`src/rtl/ietu_pkg.sv`:
```
package ietu_pkg;

  localparam int NSRC      = 20;
  localparam int NCHAN     = 8;
  localparam int PRIO_W    = 4;
  localparam int NUM_W     = 7;
  localparam int VEC_W     = 9;
  localparam int ADDR_W    = 16;
  localparam int CNT_W     = 8;
  localparam int NEXT      = 7;
  localparam int CHAN_W    = 3;

  // Latency bounds in CPU clocks, internal program execution
  localparam int LAT_MIN_CLK = 5;
  localparam int LAT_MAX_CLK = 12;

  // Request numbers
  localparam logic [NUM_W-1:0] NUM_RESET = 7'h00;
  localparam logic [NUM_W-1:0] NUM_NMI   = 7'h02;
  localparam logic [NUM_W-1:0] NUM_STO   = 7'h04;
  localparam logic [NUM_W-1:0] NUM_STU   = 7'h06;
  localparam logic [NUM_W-1:0] NUM_CLSB  = 7'h0A;

  // Exception flag bit positions
  localparam int EXF_NMI  = 0;
  localparam int EXF_STO  = 1;
  localparam int EXF_STU  = 2;
  localparam int EXF_UND  = 3;
  localparam int EXF_PRT  = 4;
  localparam int EXF_OPA  = 5;
  localparam int EXF_INA  = 6;
  localparam int EXF_BUS  = 7;
  localparam int EXF_W    = 8;
  localparam int CLSB_LO  = 3;

  // Edge select codes
  localparam logic [1:0] EDGE_NONE = 2'h0;
  localparam logic [1:0] EDGE_RISE = 2'h1;
  localparam logic [1:0] EDGE_FALL = 2'h2;
  localparam logic [1:0] EDGE_BOTH = 2'h3;

  // Source numbers per node
  localparam logic [NSRC*NUM_W-1:0] SRC_NUM = {
    7'h2F, 7'h2E, 7'h2D, 7'h2C, 7'h2B, 7'h47, 7'h2A, 7'h27, 7'h26, 7'h25,
    7'h24, 7'h23, 7'h22, 7'h1F, 7'h1E, 7'h1D, 7'h1C, 7'h1B, 7'h1A, 7'h19};

  typedef struct packed {
    logic              enable;
    logic [PRIO_W-1:0] level;
    logic              to_xfer;
    logic [CHAN_W-1:0] chan;
  } ietu_node_cfg_t;

  typedef struct packed {
    logic              word;
    logic              inc_dst;
    logic              continuous;
  } ietu_chan_cfg_t;

  typedef struct packed {
    logic              valid;
    logic              word;
    logic [ADDR_W-1:0] src;
    logic [ADDR_W-1:0] dst;
    logic [CHAN_W-1:0] chan;
  } ietu_xfer_t;

  typedef struct packed {
    logic              valid;
    logic              exception;
    logic [NUM_W-1:0]  number;
    logic [VEC_W-1:0]  vector;
    logic [PRIO_W-1:0] level;
  } ietu_service_t;

endpackage : ietu_pkg

```
`src/rtl/ietu_top.sv`:
```
`timescale 1ns/1ps
module ietu_top
  import ietu_pkg::*;
#(
  parameter int N_EXT = NEXT
) (
  input  wire logic                      clock,
  input  wire logic                      rst_b,
  input  wire logic [NSRC-1:0]           periph_req,
  input  wire logic [N_EXT-1:0]          ext_in,
  input  wire logic [2*N_EXT-1:0]        edge_sel,
  input  wire ietu_node_cfg_t [NSRC-1:0] node_cfg,
  input  wire logic [NSRC-1:0]           sw_flag_set,
  input  wire logic [NSRC-1:0]           sw_flag_clr,
  input  wire ietu_chan_cfg_t [NCHAN-1:0] chan_cfg,
  input  wire logic [NCHAN-1:0]          chan_load,
  input  wire logic [ADDR_W-1:0]         load_src,
  input  wire logic [ADDR_W-1:0]         load_dst,
  input  wire logic [CNT_W-1:0]          load_cnt,
  input  wire logic                      xfer_done,
  input  wire logic                      sw_trap,
  input  wire logic [NUM_W-1:0]          sw_trap_num,
  input  wire logic                      cpu_ack,
  input  wire logic                      svc_return,
  input  wire logic [PRIO_W-1:0]         cpu_level,
  input  wire logic                      nmi_in,
  input  wire logic [CLSB_LO-1:0]        unused_b,
  input  wire logic [EXF_W-CLSB_LO-1:0]  class_b_in,
  input  wire logic                      stack_access,
  input  wire logic [ADDR_W-1:0]         stack_pointer,
  input  wire logic [ADDR_W-1:0]         stack_overflow_limit,
  input  wire logic [ADDR_W-1:0]         stack_underflow_limit,
  input  wire logic [EXF_W-1:0]          exf_clr,
  output ietu_service_t                  svc_q,
  output ietu_xfer_t                     xfer_q,
  output logic [NSRC-1:0]                request_flag_q,
  output logic [EXF_W-1:0]               exception_flag_register_q,
  output logic                           in_exception_q
);

  ////////////////////////////////////////////////////////////////////////////
  // Fast external edge detection
  logic [N_EXT-1:0] ext_q;
  logic [N_EXT-1:0] ext_edge;

  always_ff @(posedge clock or negedge rst_b)
  begin
    if (!rst_b)
      ext_q <= '0;
    else
      ext_q <= ext_in;
  end

  genvar gi;
  generate
    for (gi = 0; gi < N_EXT; gi++)
    begin : g_edge
      logic rise;
      logic fall;
      assign rise = ext_in[gi] & ~ext_q[gi];
      assign fall = ~ext_in[gi] & ext_q[gi];
      assign ext_edge[gi] = (edge_sel[2*gi +: 2] == EDGE_RISE) ? rise :
                            (edge_sel[2*gi +: 2] == EDGE_FALL) ? fall :
                            (edge_sel[2*gi +: 2] == EDGE_BOTH) ? (rise | fall) : 1'b0;
    end
  endgenerate

  ////////////////////////////////////////////////////////////////////////////
  // Request flags
  logic [NSRC-1:0] hw_set;
  logic [NSRC-1:0] grant_clr;
  logic [NSRC-1:0] cnt_zero_set;

  always_comb
  begin
    hw_set = periph_req | cnt_zero_set;
    hw_set[N_EXT-1:0] = hw_set[N_EXT-1:0] | ext_edge;
  end

  // software set counts as real request
  always_ff @(posedge clock or negedge rst_b)
  begin
    if (!rst_b)
      request_flag_q <= '0;
    else
      request_flag_q <= (request_flag_q & ~sw_flag_clr & ~grant_clr) | hw_set | sw_flag_set;
  end

  ////////////////////////////////////////////////////////////////////////////
  // Arbitration
  logic              win_valid;
  logic [4:0]        win_idx;
  logic [PRIO_W-1:0] win_lvl;

  // highest level, lowest index on tie
  always_comb
  begin
    win_valid = 1'b0;
    win_idx   = '0;
    win_lvl   = '0;
    for (int i = 0; i < NSRC; i++)
    begin
      if (request_flag_q[i] && node_cfg[i].enable && (!win_valid || node_cfg[i].level > win_lvl))
      begin
        win_valid = 1'b1;
        win_idx   = 5'(i);
        win_lvl   = node_cfg[i].level;
      end
    end
  end

  ////////////////////////////////////////////////////////////////////////////
  // Exception flags and stack check
  logic [EXF_W-1:0] exf_set;
  logic             sto_hit;
  logic             stu_hit;

  assign sto_hit = stack_access && (stack_pointer < stack_overflow_limit);
  assign stu_hit = stack_access && (stack_pointer > stack_underflow_limit);

  always_comb
  begin
    exf_set = '0;
    exf_set[EXF_NMI] = nmi_in;
    exf_set[EXF_STO] = sto_hit;
    exf_set[EXF_STU] = stu_hit;
    exf_set[EXF_W-1:CLSB_LO] = class_b_in;
  end

  always_ff @(posedge clock or negedge rst_b)
  begin
    if (!rst_b)
      exception_flag_register_q <= '0;
    else
      exception_flag_register_q <= (exception_flag_register_q & ~exf_clr) | exf_set;
  end

  // Exception priority: NMI, overflow, underflow, then class B
  // Flags only record; each event arms one service, else a kept flag re-traps after return
  logic              exc_pend;
  logic [NUM_W-1:0]  exc_num;
  logic [1:0]        exc_rank;
  logic [EXF_W-1:0]  exc_req_q;
  logic [EXF_W-1:0]  exc_hit;

  always_comb
  begin
    exc_pend = |exc_req_q;
    exc_num  = NUM_CLSB;
    exc_rank = 2'h0;
    exc_hit  = '0;
    if (exc_req_q[EXF_NMI])
    begin
      exc_num  = NUM_NMI;
      exc_rank = 2'h3;
      exc_hit[EXF_NMI] = 1'b1;
    end
    else if (exc_req_q[EXF_STO])
    begin
      exc_num  = NUM_STO;
      exc_rank = 2'h2;
      exc_hit[EXF_STO] = 1'b1;
    end
    else if (exc_req_q[EXF_STU])
    begin
      exc_num  = NUM_STU;
      exc_rank = 2'h1;
      exc_hit[EXF_STU] = 1'b1;
    end
    else
      exc_hit[EXF_W-1:CLSB_LO] = '1;
  end

  ////////////////////////////////////////////////////////////////////////////
  // Service sequencing
  typedef enum logic [1:0] {ST_IDLE, ST_WAIT, ST_XFER} ietu_state_t;
  ietu_state_t state_q;
  logic [1:0]  active_rank_q;
  logic        exc_taken;
  logic [ADDR_W-1:0] src_q [NCHAN];
  logic [ADDR_W-1:0] dst_q [NCHAN];
  logic [CNT_W-1:0]  cnt_q [NCHAN];

  // only a higher-ranked exception preempts another
  // exception is not gated by any enable
  assign exc_taken = exc_pend && (state_q == ST_IDLE) && !svc_q.valid &&
                     (!in_exception_q || exc_rank > active_rank_q);

  // Set wins: an event in the taking cycle arms a fresh service
  always_ff @(posedge clock or negedge rst_b)
  begin
    if (!rst_b)
      exc_req_q <= '0;
    else
      exc_req_q <= (exc_req_q & ~({EXF_W{exc_taken}} & exc_hit)) | exf_set;
  end

  always_ff @(posedge clock or negedge rst_b)
  begin
    if (!rst_b)
    begin
      state_q        <= ST_IDLE;
      svc_q          <= '0;
      xfer_q         <= '0;
      in_exception_q <= 1'b0;
      active_rank_q  <= '0;
    end
    else
    begin
      xfer_q.valid <= 1'b0;
      if (cpu_ack)
        svc_q.valid <= 1'b0;
      if (svc_return)
        in_exception_q <= 1'b0;
      case (state_q)
        ST_IDLE:
        begin
          if (exc_taken)
          begin
            // class A and class B vectors
            // vector is four times the number
            svc_q <= '{1'b1, 1'b1, exc_num, {exc_num, 2'b00}, {PRIO_W{1'b1}}};
            in_exception_q <= 1'b1;
            active_rank_q  <= exc_rank;
          end
          else if (sw_trap && !svc_q.valid)
          begin
            // software trap at its own vector
            svc_q <= '{1'b1, 1'b0, sw_trap_num, {sw_trap_num, 2'b00}, cpu_level};
          end
          else if (win_valid && !in_exception_q && !svc_q.valid && win_lvl > cpu_level)
          begin
            if (node_cfg[win_idx].to_xfer && cnt_q[node_cfg[win_idx].chan] != '0)
            begin
              xfer_q <= '{1'b1, chan_cfg[node_cfg[win_idx].chan].word,
                          src_q[node_cfg[win_idx].chan], dst_q[node_cfg[win_idx].chan],
                          node_cfg[win_idx].chan};
              state_q <= ST_XFER;
            end
            else
            begin
              // vector presented the cycle after arbitration, ahead of LAT_MIN_CLK
              svc_q <= '{1'b1, 1'b0, SRC_NUM[win_idx*NUM_W +: NUM_W],
                         {SRC_NUM[win_idx*NUM_W +: NUM_W], 2'b00}, win_lvl};
              state_q <= ST_WAIT;
            end
          end
        end
        ST_WAIT:
        begin
          // Hold off re-arbitration until the CPU takes the vector
          if (cpu_ack || !svc_q.valid)
            state_q <= ST_IDLE;
        end
        ST_XFER:
        begin
          if (xfer_done)
            state_q <= ST_IDLE;
        end
        default:
          state_q <= ST_IDLE;
      endcase
    end
  end

  // Flag cleared when its request is granted
  always_comb
  begin
    grant_clr = '0;
    if (state_q == ST_IDLE && !exc_taken && !(sw_trap && !svc_q.valid) && win_valid &&
        !in_exception_q && !svc_q.valid && win_lvl > cpu_level)
      grant_clr[win_idx] = 1'b1;
  end

  ////////////////////////////////////////////////////////////////////////////
  // Event transfer channels

  generate
    for (gi = 0; gi < NCHAN; gi++)
    begin : g_chan
      logic done;
      logic [ADDR_W-1:0] step;
      assign done = (state_q == ST_XFER) && xfer_done && (xfer_q.chan == CHAN_W'(gi));
      assign step = chan_cfg[gi].word ? ADDR_W'(2) : ADDR_W'(1);
      always_ff @(posedge clock or negedge rst_b)
      begin
        if (!rst_b)
        begin
          src_q[gi] <= '0;
          dst_q[gi] <= '0;
          cnt_q[gi] <= '0;
        end
        else if (chan_load[gi])
        begin
          src_q[gi] <= load_src;
          dst_q[gi] <= load_dst;
          cnt_q[gi] <= load_cnt;
        end
        else if (done)
        begin
          // bump one pointer by operand size
          if (chan_cfg[gi].inc_dst)
            dst_q[gi] <= dst_q[gi] + step;
          else
            src_q[gi] <= src_q[gi] + step;
          if (!chan_cfg[gi].continuous)
            cnt_q[gi] <= cnt_q[gi] - CNT_W'(1);
        end
      end
    end
  endgenerate

  // count hitting zero re-raises the source as an interrupt
  logic [4:0] xfer_src_q;

  always_ff @(posedge clock or negedge rst_b)
  begin
    if (!rst_b)
      xfer_src_q <= '0;
    else if (state_q == ST_IDLE && grant_clr != '0)
      xfer_src_q <= win_idx;
  end

  always_comb
  begin
    cnt_zero_set = '0;
    if (state_q == ST_XFER && xfer_done && !chan_cfg[xfer_q.chan].continuous &&
        cnt_q[xfer_q.chan] == CNT_W'(1))
      cnt_zero_set[xfer_src_q] = 1'b1;
  end

endmodule : ietu_top

```
`config.mk`:
```
export PLATFORM = sky130hd
export DESIGN_NAME = ietu_top
export DESIGN_NICKNAME = d
export VERILOG_FILES = /design/src/rtl/ietu_pkg.sv /design/src/rtl/ietu_top.sv
export SDC_FILE = /design/constraint.sdc
export NUM_CORES = 1
export LEC_CHECK = 0
export BUFFER_PORTS_ARGS = -buffer_cell sky130_fd_sc_hd__buf_2
export CAP_MARGIN = 40
export CORE_MARGIN = 1
export CORE_UTILIZATION = 58
export DETAILED_ROUTE_END_ITERATION = 12
export GPL_ROUTABILITY_DRIVEN = 0
export MAX_ROUTING_LAYER = met4
export PLACE_DENSITY = 0.82
export SETUP_SLACK_MARGIN = 0.3
export SLEW_MARGIN = 15
export SYNTH_ARGS = -nofsm -noshare
export SYNTH_HDL_FRONTEND = slang
export SYNTH_SLANG_ARGS = --single-unit
```
`constraint.sdc`:
```
create_clock -name clock -period 37.3 [get_ports clock]
set_clock_uncertainty 0.1 [all_clocks]
set_input_delay 3.73 -clock clock [delete_from_list [all_inputs] [get_ports clock]]
set_output_delay 3.73 -clock clock [all_outputs]
set_load 0.005 [all_outputs]
```
==> implementation parameters, run 1 <==
Parameter                              Value

Synthesis
  Post-Syn Instances    3809
  Yosys warnings    0
  Post-synth cell types    97
  Register bit total from synthesis    423
  Cell types occupying the most area after synthesis    dfrtp_1 (34%), nand2_1 (7.9%), o21ai_0 (7.6%)
  Synth top area share    0.336
  Count of flip-flops with a built-in enable after synthesis    0
  Top post-synthesis cells by count    nand2_1 (658), o21ai_0 (478), dfrtp_1 (423)
  Post-synthesis cell area    0.0315 mm^2
  Most frequently used flop master after synthesis    dfrtp_1
  Most numerous cell in the Yosys netlist    nand2_1
  Share of the yosys chip area belonging to registers    0.336
  Average instance area after synthesis    8.26 um^2
  Most area-hungry cell type in the Yosys netlist    dfrtp_1
  Share of flip-flops with an asynchronous set or reset after synthesis    1.00

Floorplan
  Starting density of the core    0.593
  Number of top-level pins    504
  Num rows    84
  Core ar.    0.0531 mm^2
  Area enclosed by the die boundary    0.0552 mm^2
  Y dimension of the die    235 um
  Die outline width    235 um

Route
  Count of TritonRoute iterations in the first routing pass    6
  Vias per cell    6.04
  Final WL    107000 um
  Routed wirelength normalized by instance count    21.4 um
  Number of vias after detailed routing    30100
  Antenna Violating Nets Remaining    0
  Number of remaining DRC errors    0
  Detailed Route Iter0 Violations    2703

Global route
  Global routing usage summed across all routing layers    0.381
  Number of antenna violations at the first check in global routing    26
  Leftover overflow at the end of global routing    0
  Via count of the first global-routing pass    28800
  Maximum number of pins on one net before global-route repair    134
  First-pass GRT wire length    160000 um

Final layout
  Design Area, Final    0.0366 mm^2
  Non-filler cells in the finished layout    4986
  Layout overhead on the synthesized area    16.3%
  Fraction of layout cells with a size suffix above 1    0.199
  Layout net count    4830

STA
  Final Hold Fails    0
  Minimum clock period    35.34 ns
  Worst slew margin relative to its limit    0.188
  Fmax    28.3 MHz
  Final critical-path share of the clock period    0.947
  Sum of negative setup slack    0 ns
  Number of slew-limit violations in the final report    0
  Unrepaired setup endpoints after global routing    no
  Transition at the pin with the smallest max-transition slack    1.22 ns
  Final setup fails    0

Placed design
  Placed cell area    0.0345 mm^2
  # placed instances    4852
  Final HPWL DP    79300 um
  Quantity of I/O buffers inserted on ports    498

Clock tree
  Clock latency at the later pin of the worst-skew pair    0.61 ns
  Sink Count    423
  Hold buffer count at cts    0
  Buffer cell driving the clock tree root    clkbuf_16
  Clock input transition at the sequential cells of the worst setup and hold paths    0.06 ns
  Number of clock buffers inserted by TritonCTS    48
  Count of H-tree levels built during CTS    2
  TritonCTS clock tree    done
  Maximum buffer depth of the clock tree    3

Status
  Result of the run    finished clean

Min path
  Path class of the lowest-slack min-delay path    reg -> reg

Worst setup path
  Slowest stage delay, CP    0.42 ns
  Crit Path Category    in -> reg
  Type of origin of the critical path    input pin
  Worst Path Required    37.67 ns
  Kind of end point of the critical path    flop
  Cell occurring most often along the worst timing path    ha_1
  Data arrival time of the worst path    35.71 ns
  Largest fanout on the critical path    9
  Cell with the largest stage delay on the worst path    or3_4

Job
  Number of violations of the max-capacitance limit    0
==> metal layers <==
| metal | vias up | GRT usage | wire, um |
|---|---|---|---|
| met1 | 14200 | 0.436 | 40100 |
| met5 | - | - | 0 |
| met4 | 0 | 0.242 | 7760 |
| met2 | 1381 | 0.620 | 50200 |
| met3 | 412 | 0.0672 | 8610 |
| li1 | 14100 | - | - |
==> through the flow <==
stage	setup WS (ns)	util	hold slack, ns
after floorplan	3.33	-	0.349
after global placement	-0.0298	0.649	0.355
after detailed placement	-0.427	0.650	0.364
after CTS	0.470	0.680	0.377
after global routing	0.141	0.689	0.390
final	1.96	0.689	0.374
==> area by class of cell <==
cell class | instances | area [um^2]
clock inverter | 17 | 184
timing repair buffer | 570 | 3190
tap | 688 | 861
multi-input combinational | 2974 | 19500
fill | 4180 | 16500
inverter | 218 | 823
sequential | 423 | 10600
antenna | 26 | 65.1
clock buffer | 70 | 1380
==> cells in the final DEF, fill, tap and decap left out, types with 11 or more instances in the layout <==
cell type,count
nand2_1,655
a21o_1,30
nor2_1,196
nand4_1,57
dfrtp_1,423
buf_4,55
or2_2,12
ha_1,163
o211ai_1,50
a211oi_1,35
mux2i_1,116
mux2_1,15
nor3_1,56
mux2_2,117
a31oi_1,18
clkbuf_16,52
and4_1,11
inv_1,216
nand2b_1,35
and2_1,29
o21a_1,20
fa_1,16
nor2b_1,55
xnor2_1,109
nand3_1,112
and3_1,78
diode_2,26
nor3b_1,14
buf_2,501
a21oi_1,125
xor2_1,170
clkbuf_1,14
nor4_1,16
o21ai_0,467
==> sequential cells by signal, summed over array words and instances, names as in the netlist <==
signal	flops
dst_q	128
src_q	128
cnt_q	64
xfer_q	37
request_flag_q	20
svc_q	13
exc_req_q	8
exception_flag_register_q	8
ext_q	7
xfer_src_q	5
active_rank_q	2
state_q	2
in_exception_q	1
==> what timing repair did <==
action / in CTS / in global routing
gates cloned: 0 / 4
endpoints found under the setup margin: 39 / 77
pin swaps: 0 / 8
setup buffers: 0 / 16
endpoints found under the hold margin: 0 / 0
gates resized for setup: 2 / 60
==> worst max-delay path: cells and delay by family <==
family,cells,cell delay (ns)
simple gates,40,6.34
mux,16,4.97
fa+ha+maj,20,5.63
buf+inv,18,2.01
compound gates,71,13.00
==> path summary, 6_finish.rpt <==
path,to,start,slack [ns],depth (start not counted)
max in group asynchronous,active_rank_q[1],rst_b,31.84,3
setup / recovery,xfer_src_q[2],node_cfg[8],1.96,165
min in group asynchronous,request_flag_q[17],rst_b,3.13,1
hold reg to reg,exception_flag_register_q[6],exception_flag_register_q[6],0.37,1
hold / removal,exception_flag_register_q[6],exception_flag_register_q[6],0.37,1
setup reg to reg,xfer_src_q[2],request_flag_q[0],4.62,164
==> logic make-up after synthesis <==
group	share of synthesized area
and+or+nand+nor	0.202
AOI/OAI and AO/OA	0.169
DFF	0.336
buffers and inverters	0.0521
xor gates and xnor gates	0.0777
muxes	0.0873
adders and majority gates	0.0750
other	0.000119
Power of run 1 is not shown: default switching activity piles up to over one toggle a cycle in this logic, so the estimate is an artifact.
==> run 2, diff against run 1 <==
--- a/config.mk
+++ b/config.mk
@@ -9,9 +9,9 @@
 export CAP_MARGIN = 40
 export CORE_MARGIN = 1
-export CORE_UTILIZATION = 58
+export CORE_UTILIZATION = 53
 export DETAILED_ROUTE_END_ITERATION = 12
 export GPL_ROUTABILITY_DRIVEN = 0
 export MAX_ROUTING_LAYER = met4
-export PLACE_DENSITY = 0.82
+export PLACE_DENSITY = 0.78
 export SETUP_SLACK_MARGIN = 0.3
 export SLEW_MARGIN = 15
==> constraint.sdc (replaced) <==
create_clock -name clock -period 30.4 [get_ports clock]
set_clock_uncertainty 0.1 [all_clocks]
set_input_delay 1.52 -clock clock [delete_from_list [all_inputs] [get_ports clock]]
set_output_delay 1.52 -clock clock [all_outputs]
set_load 0.005 [all_outputs]
==> run 2 against run 1 <==
The flow now finishes with violations (setup timing). Flip-flop and latch count unchanged. Critical path depth increased by 5. Setup slack got worse by 3.5 ns. Die area increased by 9.3%. Routed wire length increased by 15%. Critical path type unchanged.
==> implementation parameters, run 2 (synthesis gave the netlist of run 1 again) <==
Parameter                              Value

STA
  Final setup fails    77 (was 0)
  Final Hold Fails    0 (unchanged)
  Number of slew-limit violations in the final report    0 (unchanged)
  Slack of the critical path    -1.56 ns (was 1.96 ns)
  Minimum clock period    31.96 ns
  Transition at the pin with the smallest max-transition slack    1.02 ns (was 1.22 ns)
  Final critical-path share of the clock period    1.05
  Fmax    31.3 MHz
  Unrepaired setup endpoints after global routing    yes (was no)
  Worst slew margin relative to its limit    0.314 (was 0.188)

Clock tree
  Buffer cell driving the clock tree root    clkbuf_16 (unchanged)
  Hold buffer count at cts    0 (unchanged)
  Sink Count    423 (unchanged)
  Clock latency at the later pin of the worst-skew pair    0.63 ns (was 0.61 ns)
  Count of H-tree levels built during CTS    2 (unchanged)
  Maximum buffer depth of the clock tree    3 (unchanged)
  Clock input transition at the sequential cells of the worst setup and hold paths    0.06 ns (about the same)
  Number of clock buffers inserted by TritonCTS    48 (unchanged)
  TritonCTS clock tree    done (unchanged)

Final layout
  Fraction of layout cells with a size suffix above 1    0.292 (was 0.199)
  Layout overhead on the synthesized area    30.0% (was 16.3%)
  Most used cells in the layout excluding fill and tap cells    nand2_1 (648), buf_2 (497), dfrtp_1 (423) (was nand2_1 (655), buf_2 (501), o21ai_0 (467))
  Design Area, Final    0.0409 mm^2 (was 0.0366 mm^2)
  Largest registers    dst_q (128), src_q (128), cnt_q (64) (unchanged)
  Layout net count    5124 (was 4830)
  Most common library cell in the layout ignoring fill and taps    nand2_1 (unchanged)
  Number of filler cells placed in the layout    4256 (was 4180)

Floorplan
  Die outline width    246 um (was 235 um)
  Area enclosed by the die boundary    0.0603 mm^2 (was 0.0552 mm^2)
  Num rows    88 (was 84)
  Number of top-level pins    504 (unchanged)
  Starting density of the core    0.541 (was 0.593)
  Core ar.    0.0581 mm^2 (was 0.0531 mm^2)
  Y dimension of the die    246 um (was 235 um)

Placed design
  Quantity of I/O buffers inserted on ports    498 (unchanged)
  Placed cell area    0.0366 mm^2 (was 0.0345 mm^2)
  Final HPWL DP    85400 um (was 79300 um)

Route
  Routed wirelength normalized by instance count    22.7 um (was 21.4 um)
  Number of remaining DRC errors    0 (unchanged)
  Antenna Violating Nets Remaining    0 (unchanged)
  Detailed Route Iter0 Violations    3250 (was 2703)
  Count of TritonRoute iterations in the first routing pass    6 (unchanged)
  Number of vias after detailed routing    32400 (was 30100)
  Vias per cell    6.03 (was 6.04)
  Final WL    122000 um (was 107000 um)

Worst setup path
  Data arrival time of the worst path    32.35 ns (was 35.71 ns)
  Worst Path Required    30.79 ns (was 37.67 ns)
  Slowest stage delay, CP    0.42 ns (about the same)
  Kind of end point of the critical path    flop (unchanged)
  Crit Reg-Reg Startpoint    request_flag_q[0] (unchanged)
  Reg-to-reg setup timing slack    -1.25 ns (was 4.62 ns)
  Setup crit start    node_cfg[8] (unchanged)
  Type of origin of the critical path    input pin (unchanged)
  Crit Path Category    in -> reg (unchanged)
  Cell with the largest stage delay on the worst path    a2111oi_4 (was or3_4)
  Largest fanout on the critical path    8 (was 9)

Job
  Number of violations of the max-capacitance limit    0 (unchanged)

Status
  Violations in the final reports    setup timing
  Result of the run    finished, violations left (was finished clean)

Global route
  Global routing usage summed across all routing layers    0.379 (was 0.381)
  First-pass GRT wire length    171000 um (was 160000 um)
  Number of antenna violations at the first check in global routing    44 (was 26)
  Maximum number of pins on one net before global-route repair    82 (was 134)
  Via count of the first global-routing pass    30400 (was 28800)
  Leftover overflow at the end of global routing    0 (unchanged)

Min path
  Path class of the lowest-slack min-delay path    reg -> reg (unchanged)
  Hold Path Origin    exc_req_q[5] (was exception_flag_register_q[6])
run 2: cell types whose count changed in the layout (fill, tap and decap cells not counted), sizes merged:
| cell | previous run | this run |
|---|---|---|
| buf | 567 | 861 |
| bufinv | 2 | 6 |
| clkbuf | 73 | 72 |
| clkinv | 12 | 11 |
| diode | 26 | 37 |
| inv | 219 | 221 |
| nand3 | 116 | 115 |
run 2: what timing repair did:
| item | 4_1_cts | 5_1_grt |
|---|---|---|
| resized for setup | 128 | 253 |
| cloned | 3 | 5 |
| buffers inserted | 40 | 46 |
| pin swaps | 78 | 133 |
| endpoints found under the setup margin | 77 | 77 |
run 2: cell type report:
| type | instances | area [um^2] | area share |
|---|---|---|---|
| Sequential cell | 423 | 10600 | 0.259 |
| Inverter | 218 | 826 | 0.0202 |
| Timing Repair Buffer | 865 | 5860 | 0.143 |
| Tap cell | 765 | 957 | 0.0234 |
| Multi-Input combinational cell | 2973 | 20900 | 0.510 |
| Antenna cell | 37 | 92.6 | 0.00226 |
| Clock buffer | 68 | 1410 | 0.0344 |
| Clock inverter | 22 | 313 | 0.00765 |
run 2: stage by stage:
step                      setup slack [ns]  cells  hold slack (ns)  setup TNS [ns]   util
after floorplan                      0.310   3810            0.349               0      -
after global placement               -1.07   5138            0.355          -65.59  0.626
after detailed placement             -1.90   5149            0.368         -126.05  0.629
after CTS                            0.304   5282            0.381               0  0.677
after global routing                 -2.66   5363            0.397         -183.89  0.703
final                                -1.56   5371            0.377          -97.25  0.704
run 2: layer usage:
metal  up-vias  part of all wire  wire (um)  GRT usage
li1      14700                 -          -          -
met3       547              0.10      12600     0.0820
met4         0             0.073       8890      0.211
met1     15300              0.37      44600      0.439
met2      1772              0.46      56100      0.611
met5         -                 0          0          -
run 2: worst paths after layout:
kind                                       to  cells after the start
max in group asynchronous        exc_req_q[3]                      5
hold reg to reg                  exc_req_q[5]                      1
hold / removal                   exc_req_q[5]                      1
setup / recovery                   xfer_q[18]                    170
setup reg to reg                   xfer_q[18]                    168
min in group asynchronous  request_flag_q[15]                      1
run 2: critical path: cells and delay by family:
kind / cells / cell delay, ns
AO/OA/AOI/OAI: 71 / 12.45
adder cells (fa/ha/maj): 18 / 5.04
buffers and inverters: 29 / 3.76
multiplexers: 15 / 4.34
AND/OR/NAND/NOR: 37 / 5.15
Power of run 2 is left out for the same reason.
